$ cat src/core/isv_map.vh
// Purpose: constants for the interrupt source and vector selection block
// Assumes: 20-bit CPU address space, byte addressed
// Notes: vector addresses are the low byte of each 4-byte entry
`ifndef ISV_MAP_VH
`define ISV_MAP_VH
`define ISV_AW 20
`define ISV_VEC_BYTES 3'h4
`define ISV_VEC_UND 20'h0FFDC
`define ISV_VEC_OVF 20'h0FFE0
`define ISV_VEC_BRK 20'h0FFE4
`define ISV_BRK_HI_BYTE 20'h0FFE7
`define ISV_BRK_RELOC_MARK 8'hFF
`define ISV_VEC_MATCH 20'h0FFE8
`define ISV_VEC_STEP 20'h0FFEC
`define ISV_VEC_SPECIAL 20'h0FFF0
`define ISV_VEC_ABRK 20'h0FFF4
`define ISV_VEC_RSVD 20'h0FFF8
`define ISV_VEC_RESET 20'h0FFFC
`define ISV_FIXED_LO 20'h0FFDC
`define ISV_FIXED_HI 20'h0FFFF
`define ISV_RELOC_BYTES 9'h100
`define ISV_NUM_PERIPH 32
`define ISV_PERIPH_LO 6'h03
`define ISV_SWINT_ISP_MAX 6'h1F
`define ISV_NUM_MATCH 2
`define ISV_LVL_W 3
`define ISV_LVL_OFF 3'h0
`endif

$ cat src/core/isv_match_mem.v
// Purpose: storage of the two match address registers with registered hit flags
// Assumes: written by the CPU register interface, one channel per write
// Notes: hit flags lag the fetch address by one cycle
`timescale 1ns/1ns
`default_nettype none
`include "isv_map.vh"
module isv_match_mem (
  // clock and reset
  input wire core_clk_i,
  input wire reset_n_i,
  // write port
  input wire wr_en_i,
  input wire wr_sel_i,
  input wire [`ISV_AW-1:0] wr_data_i,
  // compare port
  input wire [`ISV_AW-1:0] fetch_addr_i,
  output reg [1:0] hit_o
);
  reg [`ISV_AW-1:0] mem_ff [0:1];
  integer i;
  always @(posedge core_clk_i or negedge reset_n_i) begin
    if (!reset_n_i) begin
      mem_ff[0] <= {`ISV_AW{1'b0}};
      mem_ff[1] <= {`ISV_AW{1'b0}};
      hit_o <= 2'h0;
    end else begin
      if (wr_en_i) begin
        mem_ff[wr_sel_i] <= wr_data_i;
      end
      for (i = 0; i < 2; i = i + 1) begin
        hit_o[i] <= (mem_ff[i] == fetch_addr_i);
      end
    end
  end
endmodule // isv_match_mem
`default_nettype wire

$ cat src/core/isv_core.v
// Purpose: classify interrupt sources and select vector address for the CPU
// Assumes: CPU sequencer supplies opcode strobes, flags and fetch address
// Notes: one request presented per cycle; output holds until acknowledged
//
// Notes on behaviour
// maskable taken only when enable flag set
// peripheral requests are all maskable
// instruction traps ignore enable and levels
// undefined opcode vectors to 0FFDCh
// overflow trap only when overflow flag set
// breakpoint uses relocatable entry if FFh
// vector call numbers 0..63, 3..31 shared
// calls 0..31 push and clear stack select
// calls 32..63 keep stack select
// special sources share vector 0FFF0h
// address match per channel enable, 0FFE8h
// single step and break tool-only
// four-byte entries hold routine address
// fixed table 0FFDCh..0FFFFh, reset last
// fixed entry high bytes left intact
// relocatable entry at base plus 4n
// non-maskable first, then highest level
`timescale 1ns/1ns
`default_nettype none
`include "isv_map.vh"
module isv_core (
  // clock and reset
  input wire core_clk_i,
  input wire reset_n_i,
  // cpu flags and instruction events
  input wire int_enable_flag_i,
  input wire overflow_flag_i,
  input wire stack_select_flag_i,
  input wire undefined_opcode_trap_op_i,
  input wire overflow_trap_op_i,
  input wire breakpoint_op_i,
  input wire brk_hi_byte_ff_i,
  input wire vcall_op_i,
  input wire [5:0] vcall_num_i,
  input wire [`ISV_AW-1:0] fetch_addr_i,
  input wire fetch_valid_i,
  input wire ack_i,
  // special sources
  input wire watchdog_req_i,
  input wire osc_stop_req_i,
  input wire volt_mon1_req_i,
  input wire volt_mon2_req_i,
  // configuration
  input wire [`ISV_AW-1:0] vector_table_base_reg_i,
  input wire [1:0] match_enable_reg_i,
  input wire match_wr_en_i,
  input wire match_wr_sel_i,
  input wire [`ISV_AW-1:0] match_wr_data_i,
  // peripheral requests and levels
  input wire [`ISV_NUM_PERIPH-1:0] periph_req_i,
  input wire [`ISV_NUM_PERIPH*`ISV_LVL_W-1:0] periph_lvl_i,
  input wire [`ISV_LVL_W-1:0] cpu_lvl_i,
  // request to cpu
  output reg req_o,
  output reg [`ISV_AW-1:0] vec_addr_o,
  output reg vec_is_reloc_o,
  output reg save_stack_sel_o,
  output reg clear_stack_sel_o,
  output reg [5:0] int_num_o,
  output reg [`ISV_LVL_W-1:0] new_lvl_o,
  output reg special_pend_o
);
  ////////////////////////////////////////////////////////////////////////////
  function [`ISV_AW-1:0] reloc_addr;
    input [`ISV_AW-1:0] base;
    input [5:0] num;
    begin
      // base plus 4n
      reloc_addr = base + {{(`ISV_AW-8){1'b0}}, num, 2'b00};
    end
  endfunction

  ////////////////////////////////////////////////////////////////////////////
  // special sources are pins from other blocks: two-flop sync
  reg [3:0] spc_s1_ff;
  reg [3:0] spc_s2_ff;
  reg [3:0] spc_s3_ff;
  // edge only: a level held high must not raise the shared vector again
  wire [3:0] spc_rise = spc_s2_ff & ~spc_s3_ff;
  reg [3:0] spc_pend_ff;
  reg [3:0] nxt_spc_pend;
  wire [1:0] match_hit;
  reg fetch_q_ff;
  reg [1:0] match_pend_ff;

  isv_match_mem isv_match_mem_inst (
    .core_clk_i(core_clk_i),
    .reset_n_i(reset_n_i),
    .wr_en_i(match_wr_en_i),
    .wr_sel_i(match_wr_sel_i),
    .wr_data_i(match_wr_data_i),
    .fetch_addr_i(fetch_addr_i),
    .hit_o(match_hit)
  );

  ////////////////////////////////////////////////////////////////////////////
  // maskable arbitration
  reg periph_any;
  reg [5:0] periph_num;
  reg [`ISV_LVL_W-1:0] periph_best;
  reg [`ISV_LVL_W-1:0] lvl_k;
  integer k;
  always @* begin
    periph_any = 1'b0;
    periph_num = 6'h00;
    periph_best = `ISV_LVL_OFF;
    lvl_k = `ISV_LVL_OFF;
    for (k = 0; k < `ISV_NUM_PERIPH; k = k + 1) begin
      lvl_k = periph_lvl_i[k*`ISV_LVL_W +: `ISV_LVL_W];
      // peripheral maskable with level
      // highest level wins, lower number on tie
      if (periph_req_i[k] && (k >= 3) && (lvl_k != `ISV_LVL_OFF) &&
          (lvl_k > cpu_lvl_i) && (!periph_any || lvl_k > periph_best)) begin
        periph_any = 1'b1;
        periph_num = k[5:0];
        periph_best = lvl_k;
      end
    end
  end

  ////////////////////////////////////////////////////////////////////////////
  // selection
  reg nxt_req;
  reg [`ISV_AW-1:0] nxt_vec;
  reg nxt_reloc;
  reg nxt_save;
  reg nxt_clr;
  reg [5:0] nxt_num;
  reg [`ISV_LVL_W-1:0] nxt_lvl;
  reg [1:0] nxt_match_pend;
  wire busy = req_o && !ack_i;
  always @* begin
    nxt_req = 1'b0;
    nxt_vec = vec_addr_o;
    nxt_reloc = 1'b0;
    nxt_save = 1'b0;
    nxt_clr = 1'b0;
    nxt_num = 6'h00;
    nxt_lvl = cpu_lvl_i;
    // hardware set wins over the clear when the special request is selected
    nxt_spc_pend = spc_pend_ff | spc_rise;
    // match only with channel enabled
    nxt_match_pend = match_pend_ff |
      (fetch_q_ff ? (match_hit & match_enable_reg_i) : 2'h0);
    if (busy) begin
      nxt_req = 1'b1;
      nxt_vec = vec_addr_o;
      nxt_reloc = vec_is_reloc_o;
      nxt_save = save_stack_sel_o;
      nxt_clr = clear_stack_sel_o;
      nxt_num = int_num_o;
      nxt_lvl = new_lvl_o;
    // traps ignore enable flag
    end else if (undefined_opcode_trap_op_i) begin
      // undefined opcode vector
      nxt_req = 1'b1;
      nxt_vec = `ISV_VEC_UND;
    end else if (overflow_trap_op_i && overflow_flag_i) begin
      // overflow trap vector
      nxt_req = 1'b1;
      nxt_vec = `ISV_VEC_OVF;
    end else if (breakpoint_op_i) begin
      // relocatable fallback on FFh
      nxt_req = 1'b1;
      nxt_reloc = brk_hi_byte_ff_i;
      nxt_vec = brk_hi_byte_ff_i ? reloc_addr(vector_table_base_reg_i, 6'h00)
                                 : `ISV_VEC_BRK;
    end else if (vcall_op_i) begin
      // call number indexes relocatable table
      nxt_req = 1'b1;
      nxt_reloc = 1'b1;
      nxt_num = vcall_num_i;
      nxt_vec = reloc_addr(vector_table_base_reg_i, vcall_num_i);
      // low calls use supervisor stack
      // high calls keep stack select
      nxt_save = (vcall_num_i <= `ISV_SWINT_ISP_MAX);
      nxt_clr = (vcall_num_i <= `ISV_SWINT_ISP_MAX);
    end else if (|nxt_match_pend) begin
      // non-maskable before maskable
      nxt_req = 1'b1;
      nxt_vec = `ISV_VEC_MATCH;
      nxt_match_pend = nxt_match_pend[0] ? {nxt_match_pend[1], 1'b0} : 2'h0;
    end else if (|nxt_spc_pend) begin
      // shared special vector
      nxt_req = 1'b1;
      nxt_vec = `ISV_VEC_SPECIAL;
      // a fresh edge behind an older pending one stays set
      nxt_spc_pend = (|spc_pend_ff) ? spc_rise : 4'h0;
    // maskable gated by enable flag
    end else if (int_enable_flag_i && periph_any) begin
      nxt_req = 1'b1;
      nxt_reloc = 1'b1;
      nxt_num = periph_num;
      nxt_lvl = periph_best;
      nxt_save = 1'b1;
      nxt_clr = 1'b1;
      nxt_vec = reloc_addr(vector_table_base_reg_i, periph_num);
    end
  end

  ////////////////////////////////////////////////////////////////////////////
  always @(posedge core_clk_i or negedge reset_n_i) begin
    if (!reset_n_i) begin
      spc_s1_ff <= 4'h0;
      spc_s2_ff <= 4'h0;
      spc_s3_ff <= 4'h0;
      spc_pend_ff <= 4'h0;
      match_pend_ff <= 2'h0;
      fetch_q_ff <= 1'b0;
      req_o <= 1'b0;
      // reset entry at table top
      vec_addr_o <= `ISV_VEC_RESET;
      vec_is_reloc_o <= 1'b0;
      save_stack_sel_o <= 1'b0;
      clear_stack_sel_o <= 1'b0;
      int_num_o <= 6'h00;
      new_lvl_o <= `ISV_LVL_OFF;
      special_pend_o <= 1'b0;
    end else begin
      spc_s1_ff <= {volt_mon2_req_i, volt_mon1_req_i, osc_stop_req_i, watchdog_req_i};
      spc_s2_ff <= spc_s1_ff;
      spc_s3_ff <= spc_s2_ff;
      spc_pend_ff <= nxt_spc_pend;
      match_pend_ff <= nxt_match_pend;
      fetch_q_ff <= fetch_valid_i;
      // cpu branches to entry contents
      req_o <= nxt_req;
      // entries only addressed, never written
      vec_addr_o <= nxt_vec;
      vec_is_reloc_o <= nxt_reloc;
      save_stack_sel_o <= nxt_save;
      clear_stack_sel_o <= nxt_clr;
      int_num_o <= nxt_num;
      new_lvl_o <= nxt_lvl;
      special_pend_o <= |(spc_pend_ff | spc_rise);
    end
  end
endmodule // isv_core
`default_nettype wire

$ cat config.mk
export PLATFORM = sky130hd
export DESIGN_NAME = isv_core
export DESIGN_NICKNAME = d
export VERILOG_FILES = /design/src/core/isv_match_mem.v /design/src/core/isv_core.v
export VERILOG_INCLUDE_DIRS = /design/src /design/src/core
export SDC_FILE = /design/constraint.sdc
export NUM_CORES = 1
export LEC_CHECK = 0
export ABC_AREA = 1
export ABC_CLOCK_PERIOD_IN_PS = 5600
export BUFFER_PORTS_ARGS = -buffer_cell sky130_fd_sc_hd__buf_4
export CAP_MARGIN = 20
export CORE_MARGIN = 8
export CORE_UTILIZATION = 40
export DETAILED_ROUTE_END_ITERATION = 7
export PLACE_DENSITY = 0.71
export SLEW_MARGIN = 25
export SYNTH_ARGS = -nofsm -noshare
export SYNTH_HDL_FRONTEND = slang
export SYNTH_SLANG_ARGS = --single-unit
$ cat constraint.sdc
create_clock -name core_clk_i -period 5.6 [get_ports core_clk_i]
set_input_delay 0.28 -clock core_clk_i [delete_from_list [all_inputs] [get_ports core_clk_i]]
set_output_delay 0.28 -clock core_clk_i [all_outputs]
set_load 0.02 [all_outputs]
; Yosys cells after proc, flatten, opt, wreduce, memory -nomap -nowiden
; Index checks and enable logic that the tools add are counted.
[totals]
out_inout_bits = 34
inputBits = 217
word_cells = 414
regBits = 94
[classes]
n_mux = 146
addsub = 2
magnitude_cmp = 60
reduce_logical = 181
n_eq_ne = 2
bitwise = 7
[ops]
columns = op, count
row1 = $mux W20, 9
row2 = $gt A3 B3 Y1, 57
row3 = $mux W6, 25
row4 = $mux W3, 40
row5 = $logic_and A1 B1 Y1, 90
row6 = $reduce_bool A3 Y1, 29
row7 = $mux W4, 14
row8 = $mux W1, 47
row9 = $add A20 B8 Y20, 2
row10 = $bwmux W40, 1
row11 = $eq A20 B20 Y1, 2
row12 = $logic_not A1 Y1, 29
row13 = $logic_or A1 B1 Y1, 28
row14 = $demux W20 S1, 1
row15 = $mux W2, 9
row16 = $reduce_or A4 Y1, 2
row17 = $reduce_bool A7 Y1, 1
row18 = $le A6 B5 Y1 const B, 1
row19 = $and A4 B4 Y4, 1
row20 = $not A4 Y4, 1
row21 = $or A4 B4 Y4, 1
row22 = $and A2 B2 Y2, 1
row23 = $ge A2 B2 Y1 const B, 1
row24 = $lt A2 B1 Y1 const B, 1
row25 = 5 further kinds, 5

; Longest topological paths before layout
[logic_depth]
depth_word = 125
depth_mapped = 293

; By module
; Synthesis repeated with hierarchy kept, for this count alone.
[hier_totals]
hier_cells = 1702
area_unflattened_um2 = 11385.9
[by_module_without_submodules]
columns = mod, instances, area_each_um2, cells_each
row1 = isv_core, 1, 9223.8, 1410
row2 = isv_match_mem, 1, 2162.1, 292

; Worst setup path before layout
; No wires, ideal clock.
[synth_path]
kind = input-to-reg
from = input cpu_lvl_i[2]
to = register vec_addr_o[16]
setup_ns = 0.082
n_path_buf = 0
arrival_ns = 31.690
required_ns = 5.518
stages = 273
path_slack_ns = -26.172
cell_sequence = inv_1 ha_1 nand3_1 nand3_1 nor2_2 nand2_1 ha_1 nand2_1 o21ai_0 nand2_1 nand2_2 nand2_4 nand2_2 nand2_1 ha_1 a21oi_1 o21ai_0 nand2_1 [... 237 more ...] nand2_1 nor2_1 nand4_1 nor2_1 nand2_1 ha_1 a21oi_1 nor2_1 o21ai_0 nor2_1 inv_1 nor2_1 inv_1 nor2_1 o21ai_0 a21oi_1 o221ai_1 a31oi_1
[synth_between]
elab_chain_cells = 123
word_cells_on_any_way = 267
classes_between = add/sub (1) / order compare (57) / mux (93) / reduce/logical (116)
[synth_rtl]
columns = element, line_no
row1 = "start, declared", isv_core.v:57  ; input wire [`ISV_LVL_W-1:0] cpu_lvl_i,
row2 = $gt A3 B3 Y1, isv_core.v:118  ; (lvl_k > cpu_lvl_i) && (!periph_any || lvl_k > periph_best)) begin
row3 = $logic_and A1 B1 Y1, isv_core.v:117  ; if (periph_req_i[k] && (k >= 3) && (lvl_k != `ISV_LVL_OFF) &&
row4 = $mux W3 / $mux W1 (equally long branches), isv_core.v:117
row5 = $gt A3 B3 Y1 / $logic_not A1 Y1 (equally long branches), isv_core.v:118
row6 = $logic_or A1 B1 Y1, isv_core.v:118
row7 = $logic_and A1 B1 Y1, isv_core.v:117
row8 = $mux W3 / $mux W1 (equally long branches), isv_core.v:117
row9 = $gt A3 B3 Y1 / $logic_not A1 Y1 (equally long branches), isv_core.v:118
row10 = [... 107 more ...], n/a
row11 = $add A20 B8 Y20, isv_core.v:74  ; reloc_addr = base + {{(`ISV_AW-8){1'b0}}, num, 2'b00};
row12 = $mux W20, isv_core.v:195  ; end else if (int_enable_flag_i && periph_any) begin
row13 = $mux W20, isv_core.v:188  ; end else if (|nxt_spc_pend) begin
row14 = $mux W20, isv_core.v:183  ; end else if (|nxt_match_pend) begin
row15 = $mux W20, isv_core.v:173  ; end else if (vcall_op_i) begin
row16 = $mux W20, isv_core.v:167  ; end else if (breakpoint_op_i) begin
row17 = $mux W20, isv_core.v:163  ; end else if (overflow_trap_op_i && overflow_flag_i) begin
row18 = $mux W20, isv_core.v:159  ; end else if (undefined_opcode_trap_op_i) begin
row19 = "end signal, assigned", isv_core.v:217  ; vec_addr_o <= `ISV_VEC_RESET;
row20 = "end signal, assigned", isv_core.v:234  ; vec_addr_o <= nxt_vec;
row21 = "end, declared", isv_core.v:60  ; output reg [`ISV_AW-1:0] vec_addr_o,
; Several ways; a longest one is shown, not always the timed one. The select of a mux whose other input is x is not followed.
; A chain may end at the register's enable or synchronous reset.

; Worst setup path after layout
[layout_path]
from = input cpu_lvl_i[2]
to = register new_lvl_o[2]
[layout_between]
elab_chain_cells = 123
word_cells_on_any_way = 236
classes_between = order compare (57) / mux (65) / reduce/logical (114)
[layout_rtl]
columns = element, line_no
row1 = $gt A3 B3 Y1, isv_core.v:118
row2 = $logic_and A1 B1 Y1, isv_core.v:117
row3 = $mux W3 / $mux W1 (equally long branches), isv_core.v:117
row4 = $gt A3 B3 Y1 / $logic_not A1 Y1 (equally long branches), isv_core.v:118
row5 = $logic_or A1 B1 Y1, isv_core.v:118
row6 = $logic_and A1 B1 Y1, isv_core.v:117
row7 = $mux W3 / $mux W1 (equally long branches), isv_core.v:117
row8 = $gt A3 B3 Y1 / $logic_not A1 Y1 (equally long branches), isv_core.v:118
row9 = [... 107 more ...], n/a
row10 = $logic_and A1 B1 Y1, isv_core.v:195
row11 = $mux W3, isv_core.v:195
row12 = $mux W3, isv_core.v:188
row13 = $mux W3, isv_core.v:183
row14 = $mux W3, isv_core.v:173
row15 = $mux W3, isv_core.v:167
row16 = $mux W3, isv_core.v:163
row17 = $mux W3 (*), isv_core.v:159
row18 = "end signal, assigned", isv_core.v:222  ; new_lvl_o <= `ISV_LVL_OFF;
row19 = "end signal, assigned", isv_core.v:239  ; new_lvl_o <= nxt_lvl;
row20 = "end, declared", isv_core.v:65  ; output reg [`ISV_LVL_W-1:0] new_lvl_o,
; Mark *: on every way between the ends. The rest lies on a longest branch, timed or not.

==> flow_summary.toml <==
[critical_path]
crit_fanout = 6
critical_path_top_delay_cell = "sky130_fd_sc_hd__ha_1"
crit_family = "simple AND/OR/NAND/NOR gates"
critical_path.n_buffers_inverters = 69
worstSetupStartpointType = "primary input"
cp_slowest_stage_delay_ps = 320
cp.required_ps = 5870
critPathArrivalTime_ps = 31290
crit_path_frequent_cell = "sky130_fd_sc_hd__nand2_2"
setup.worst_path.class = "primary input to flip-flop"
critPathCaptureType = "flip-flop"

[job]
max_cap_viol_count = 0

[logic_synthesis]
synth.area.top_cells = "sky130_fd_sc_hd__ha_1 18%, sky130_fd_sc_hd__dfrtp_1 18%, sky130_fd_sc_hd__nand2_1 12%, sky130_fd_sc_hd__o21ai_0 8.3%, sky130_fd_sc_hd__inv_1 7.2%"
synthMostInstantiatedCell = "sky130_fd_sc_hd__nand2_1"
postSynthRegisterBits = 94
ys.warnings.count = 0
sequential_fraction_of_the_synthesis_area = 0.211
synthesized_area_divided_by_synthesized_cell_count_um2 = 6.80
synthCells = 1654
synth_largest_area_cell = "sky130_fd_sc_hd__ha_1"
number_of_enable_flip_flop_cells_after_synthesis = 0
cell_area_after_synthesis_um2 = 11300
ys_async_sr_fraction = 1.00
synth_cell_types = 51
synth_commonest_cells = "358 x sky130_fd_sc_hd__nand2_1, 217 x sky130_fd_sc_hd__inv_1, 186 x sky130_fd_sc_hd__o21ai_0, 163 x sky130_fd_sc_hd__ha_1, 146 x sky130_fd_sc_hd__nor2_1"
dominantRegCellSynth = "sky130_fd_sc_hd__dfrtp_1"
mappedNetlistNets = 2036
synthDominantCellAreaShare = 0.181

[timing]
tightestPinTransition_ps = 753
totalNegativeSetupSlack_ps = -655670
fin_skew_ps = 11.5
setup_violations = 31
postLayoutSetupSlackWorst_ps = -25420
post-route-period-util = 5.54
setup_repair_after_global_routing_missed_its_margin = "yes"
hold_viol_final = 0
drv_slew = 0
period_minus_slack_ps = 31020
fmaxAchievable_ghz = 0.0322
slew_headroom = 0.498

[min_path]
worst_min_delay_path_class = "primary input to flip-flop"

[place]
dp_hpwl_um = 30900
number_of_i_o_port_buffers = 237
place_congestion = 0.894
placement.cell_area_um2 = 16000

[global_route]
grt_util_all_layers = 0.241
antenna_found_initial = 5
grt_first_pass_wirelength_um = 67300
grt-ovfl-total = 0
number_of_global_route_vias_before_repair = 14400
grt_max_degree = 83

[die]
core-area_um2 = 27800
ios = 251
die_height_um = 184
floorplan.rows = 61
dieArea_um2 = 33800
start_util = 0.405
die_width_um = 184

[power]
max_ir_drop_vdd_v = 0.000304
power_density_nw_per_um2 = 476
power.leakage_nw = 10.1

[route]
drt_pre_antenna_iters = 5
post_drt_wl_per_cell_um = 16.4
remaining_drc_errors = 0
wl_um = 45400
dr.first_iter.drc_count = 891
drt-vias-per-instance = 5.24
ant_nets = 0
via_count = 14500

[cts]
clock_sinks = 94
path_clk_slew_ps = 70
cts_buffer_depth = 2
htree_num_levels = 3
tritoncts_clock_tree = "done"
clockRootBuffer = "sky130_fd_sc_hd__clkbuf_16"
clkLatencyLatePin_ps = 350
cts-buffers-inserted = 9

[finish]
post_route_cells_drive_above_1_share = 0.487
final_core_utilization = 0.688
final_nets = 2769
finish.instance_area_um2 = 19100
areaGrowthSynthToFinish_pct = 69.9

[run_status]
violated_checks = "negative setup slack"
status = "complete, but fails checks"
[state kept, by name, summed over array words and instances (netlist names), 3 cells and up]
| name | cells |
|---|---|
| isv_match_mem_inst.mem_ff | 40 |
| spc_s3_ff | 4 |
| spc_s2_ff | 4 |
| spc_s1_ff | 4 |
| new_lvl_o | 3 |
| int_num_o | 6 |
| vec_addr_o | 20 |
| spc_pend_ff | 4 |
[final timing paths]
| kind | start | end | slack (ps) | cells after the start |
|---|---|---|---|---|
| worst max-delay path | cpu_lvl_i[2] | new_lvl_o[2] | -25420 | 282 |
| worst min-delay path | volt_mon1_req_i | spc_s1_ff[2] | 40 | 1 |
| worst max register to register | spc_s2_ff[2] | new_lvl_o[2] | 2260 | 9 |
| worst min register to register | spc_s1_ff[2] | spc_s2_ff[2] | 350 | 0 |
| max in group asynchronous | reset_n_i | vec_is_reloc_o | 4320 | 3 |
| min in group asynchronous | reset_n_i | isv_match_mem_inst.mem_ff[27] | 320 | 2 |
[power by group]
group | switching, mW | total, mW | internal (mW) | leakage, nW
clock | 0.298 | 0.615 | 0.316 | 0.144
combinational | 3.63 | 7.70 | 4.07 | 8.83
sequential | 0.0415 | 0.787 | 0.746 | 1.13
[per-layer routing]
metal	GRT usage	part of all wire	up-vias
li1	-	-	7056
met4	0.0962	0.043	4
met1	0.272	0.38	6797
met5	0	0.00066	-
met2	0.442	0.51	521
met3	0.0417	0.061	146
[area by class of cell]
| class | instances | area (µm²) |
|---|---|---|
| Antenna cell | 3 | 7.51 |
| Clock buffer | 9 | 225 |
| Clock inverter | 7 | 75.1 |
| Fill cell | 2162 | 8660 |
| Inverter | 228 | 871 |
| Multi-Input combinational cell | 1314 | 9390 |
| Sequential cell | 94 | 2370 |
| Tap cell | 378 | 473 |
| Timing Repair Buffer | 740 | 5720 |
[cell families (layout without fill, tap and decap cells)]
family          count (synthesis)  in the layout  synth area share
compound gates                330            330             0.166
xor+xnor                       32             32            0.0249
fa+ha+maj                     165            165             0.185
buf+inv                       246            984            0.0833
flops                          94             94             0.211
other cells                     0              3                 0
simple gates                  787            787             0.331
[timing repair]
action                                  4_1_cts  5_1_grt
gates resized for setup                     152      159
endpoints found under the setup margin       31       31
hold buffers                                  1        0
pin swaps                                   176      205
hold endpoints to repair                     12        0
setup buffers                               173       34
[worst reg2reg max path: cells and delay by family (launching register included)]
kind | cells | cell delay (ps)
AND/OR/NAND/NOR | 6 | 2180
AO/OA/AOI/OAI | 2 | 360
flip-flops | 1 | 400
buffers and inverters | 1 | 320
[cell usage in the layout, fill, tap and decap left out, types with 22 or more instances in the layout]
master	count
sky130_fd_sc_hd__nor3_1	36
sky130_fd_sc_hd__xor2_1	22
sky130_fd_sc_hd__o21ai_0	73
sky130_fd_sc_hd__dfrtp_1	80
sky130_fd_sc_hd__nand2_4	47
sky130_fd_sc_hd__a21oi_1	32
sky130_fd_sc_hd__o21ai_1	56
sky130_fd_sc_hd__o21ai_2	54
sky130_fd_sc_hd__buf_6	33
sky130_fd_sc_hd__nand3_2	41
sky130_fd_sc_hd__nand2_1	286
sky130_fd_sc_hd__nor2_1	118
sky130_fd_sc_hd__inv_1	194
sky130_fd_sc_hd__a211oi_1	25
sky130_fd_sc_hd__inv_2	25
sky130_fd_sc_hd__buf_4	702
sky130_fd_sc_hd__nand2_2	92
sky130_fd_sc_hd__nand3_1	81
sky130_fd_sc_hd__ha_1	130
sky130_fd_sc_hd__ha_4	32
[stage by stage]
step | std cells | total power [mW] | hold slack (ps) | setup slack (ps)
after global placement | 2552 | 5.23 | 126 | -24060
final | 2773 | 9.10 | 38.9 | -25420
after floorplan | 1654 | 3.72 | -15.6 | -23920
after global routing | 2773 | 9.76 | 24.4 | -27780
after detailed placement | 2552 | 5.41 | 129 | -25650
after CTS | 2740 | 7.70 | 24.1 | -23940
Power figures use the tool's default switching activity.
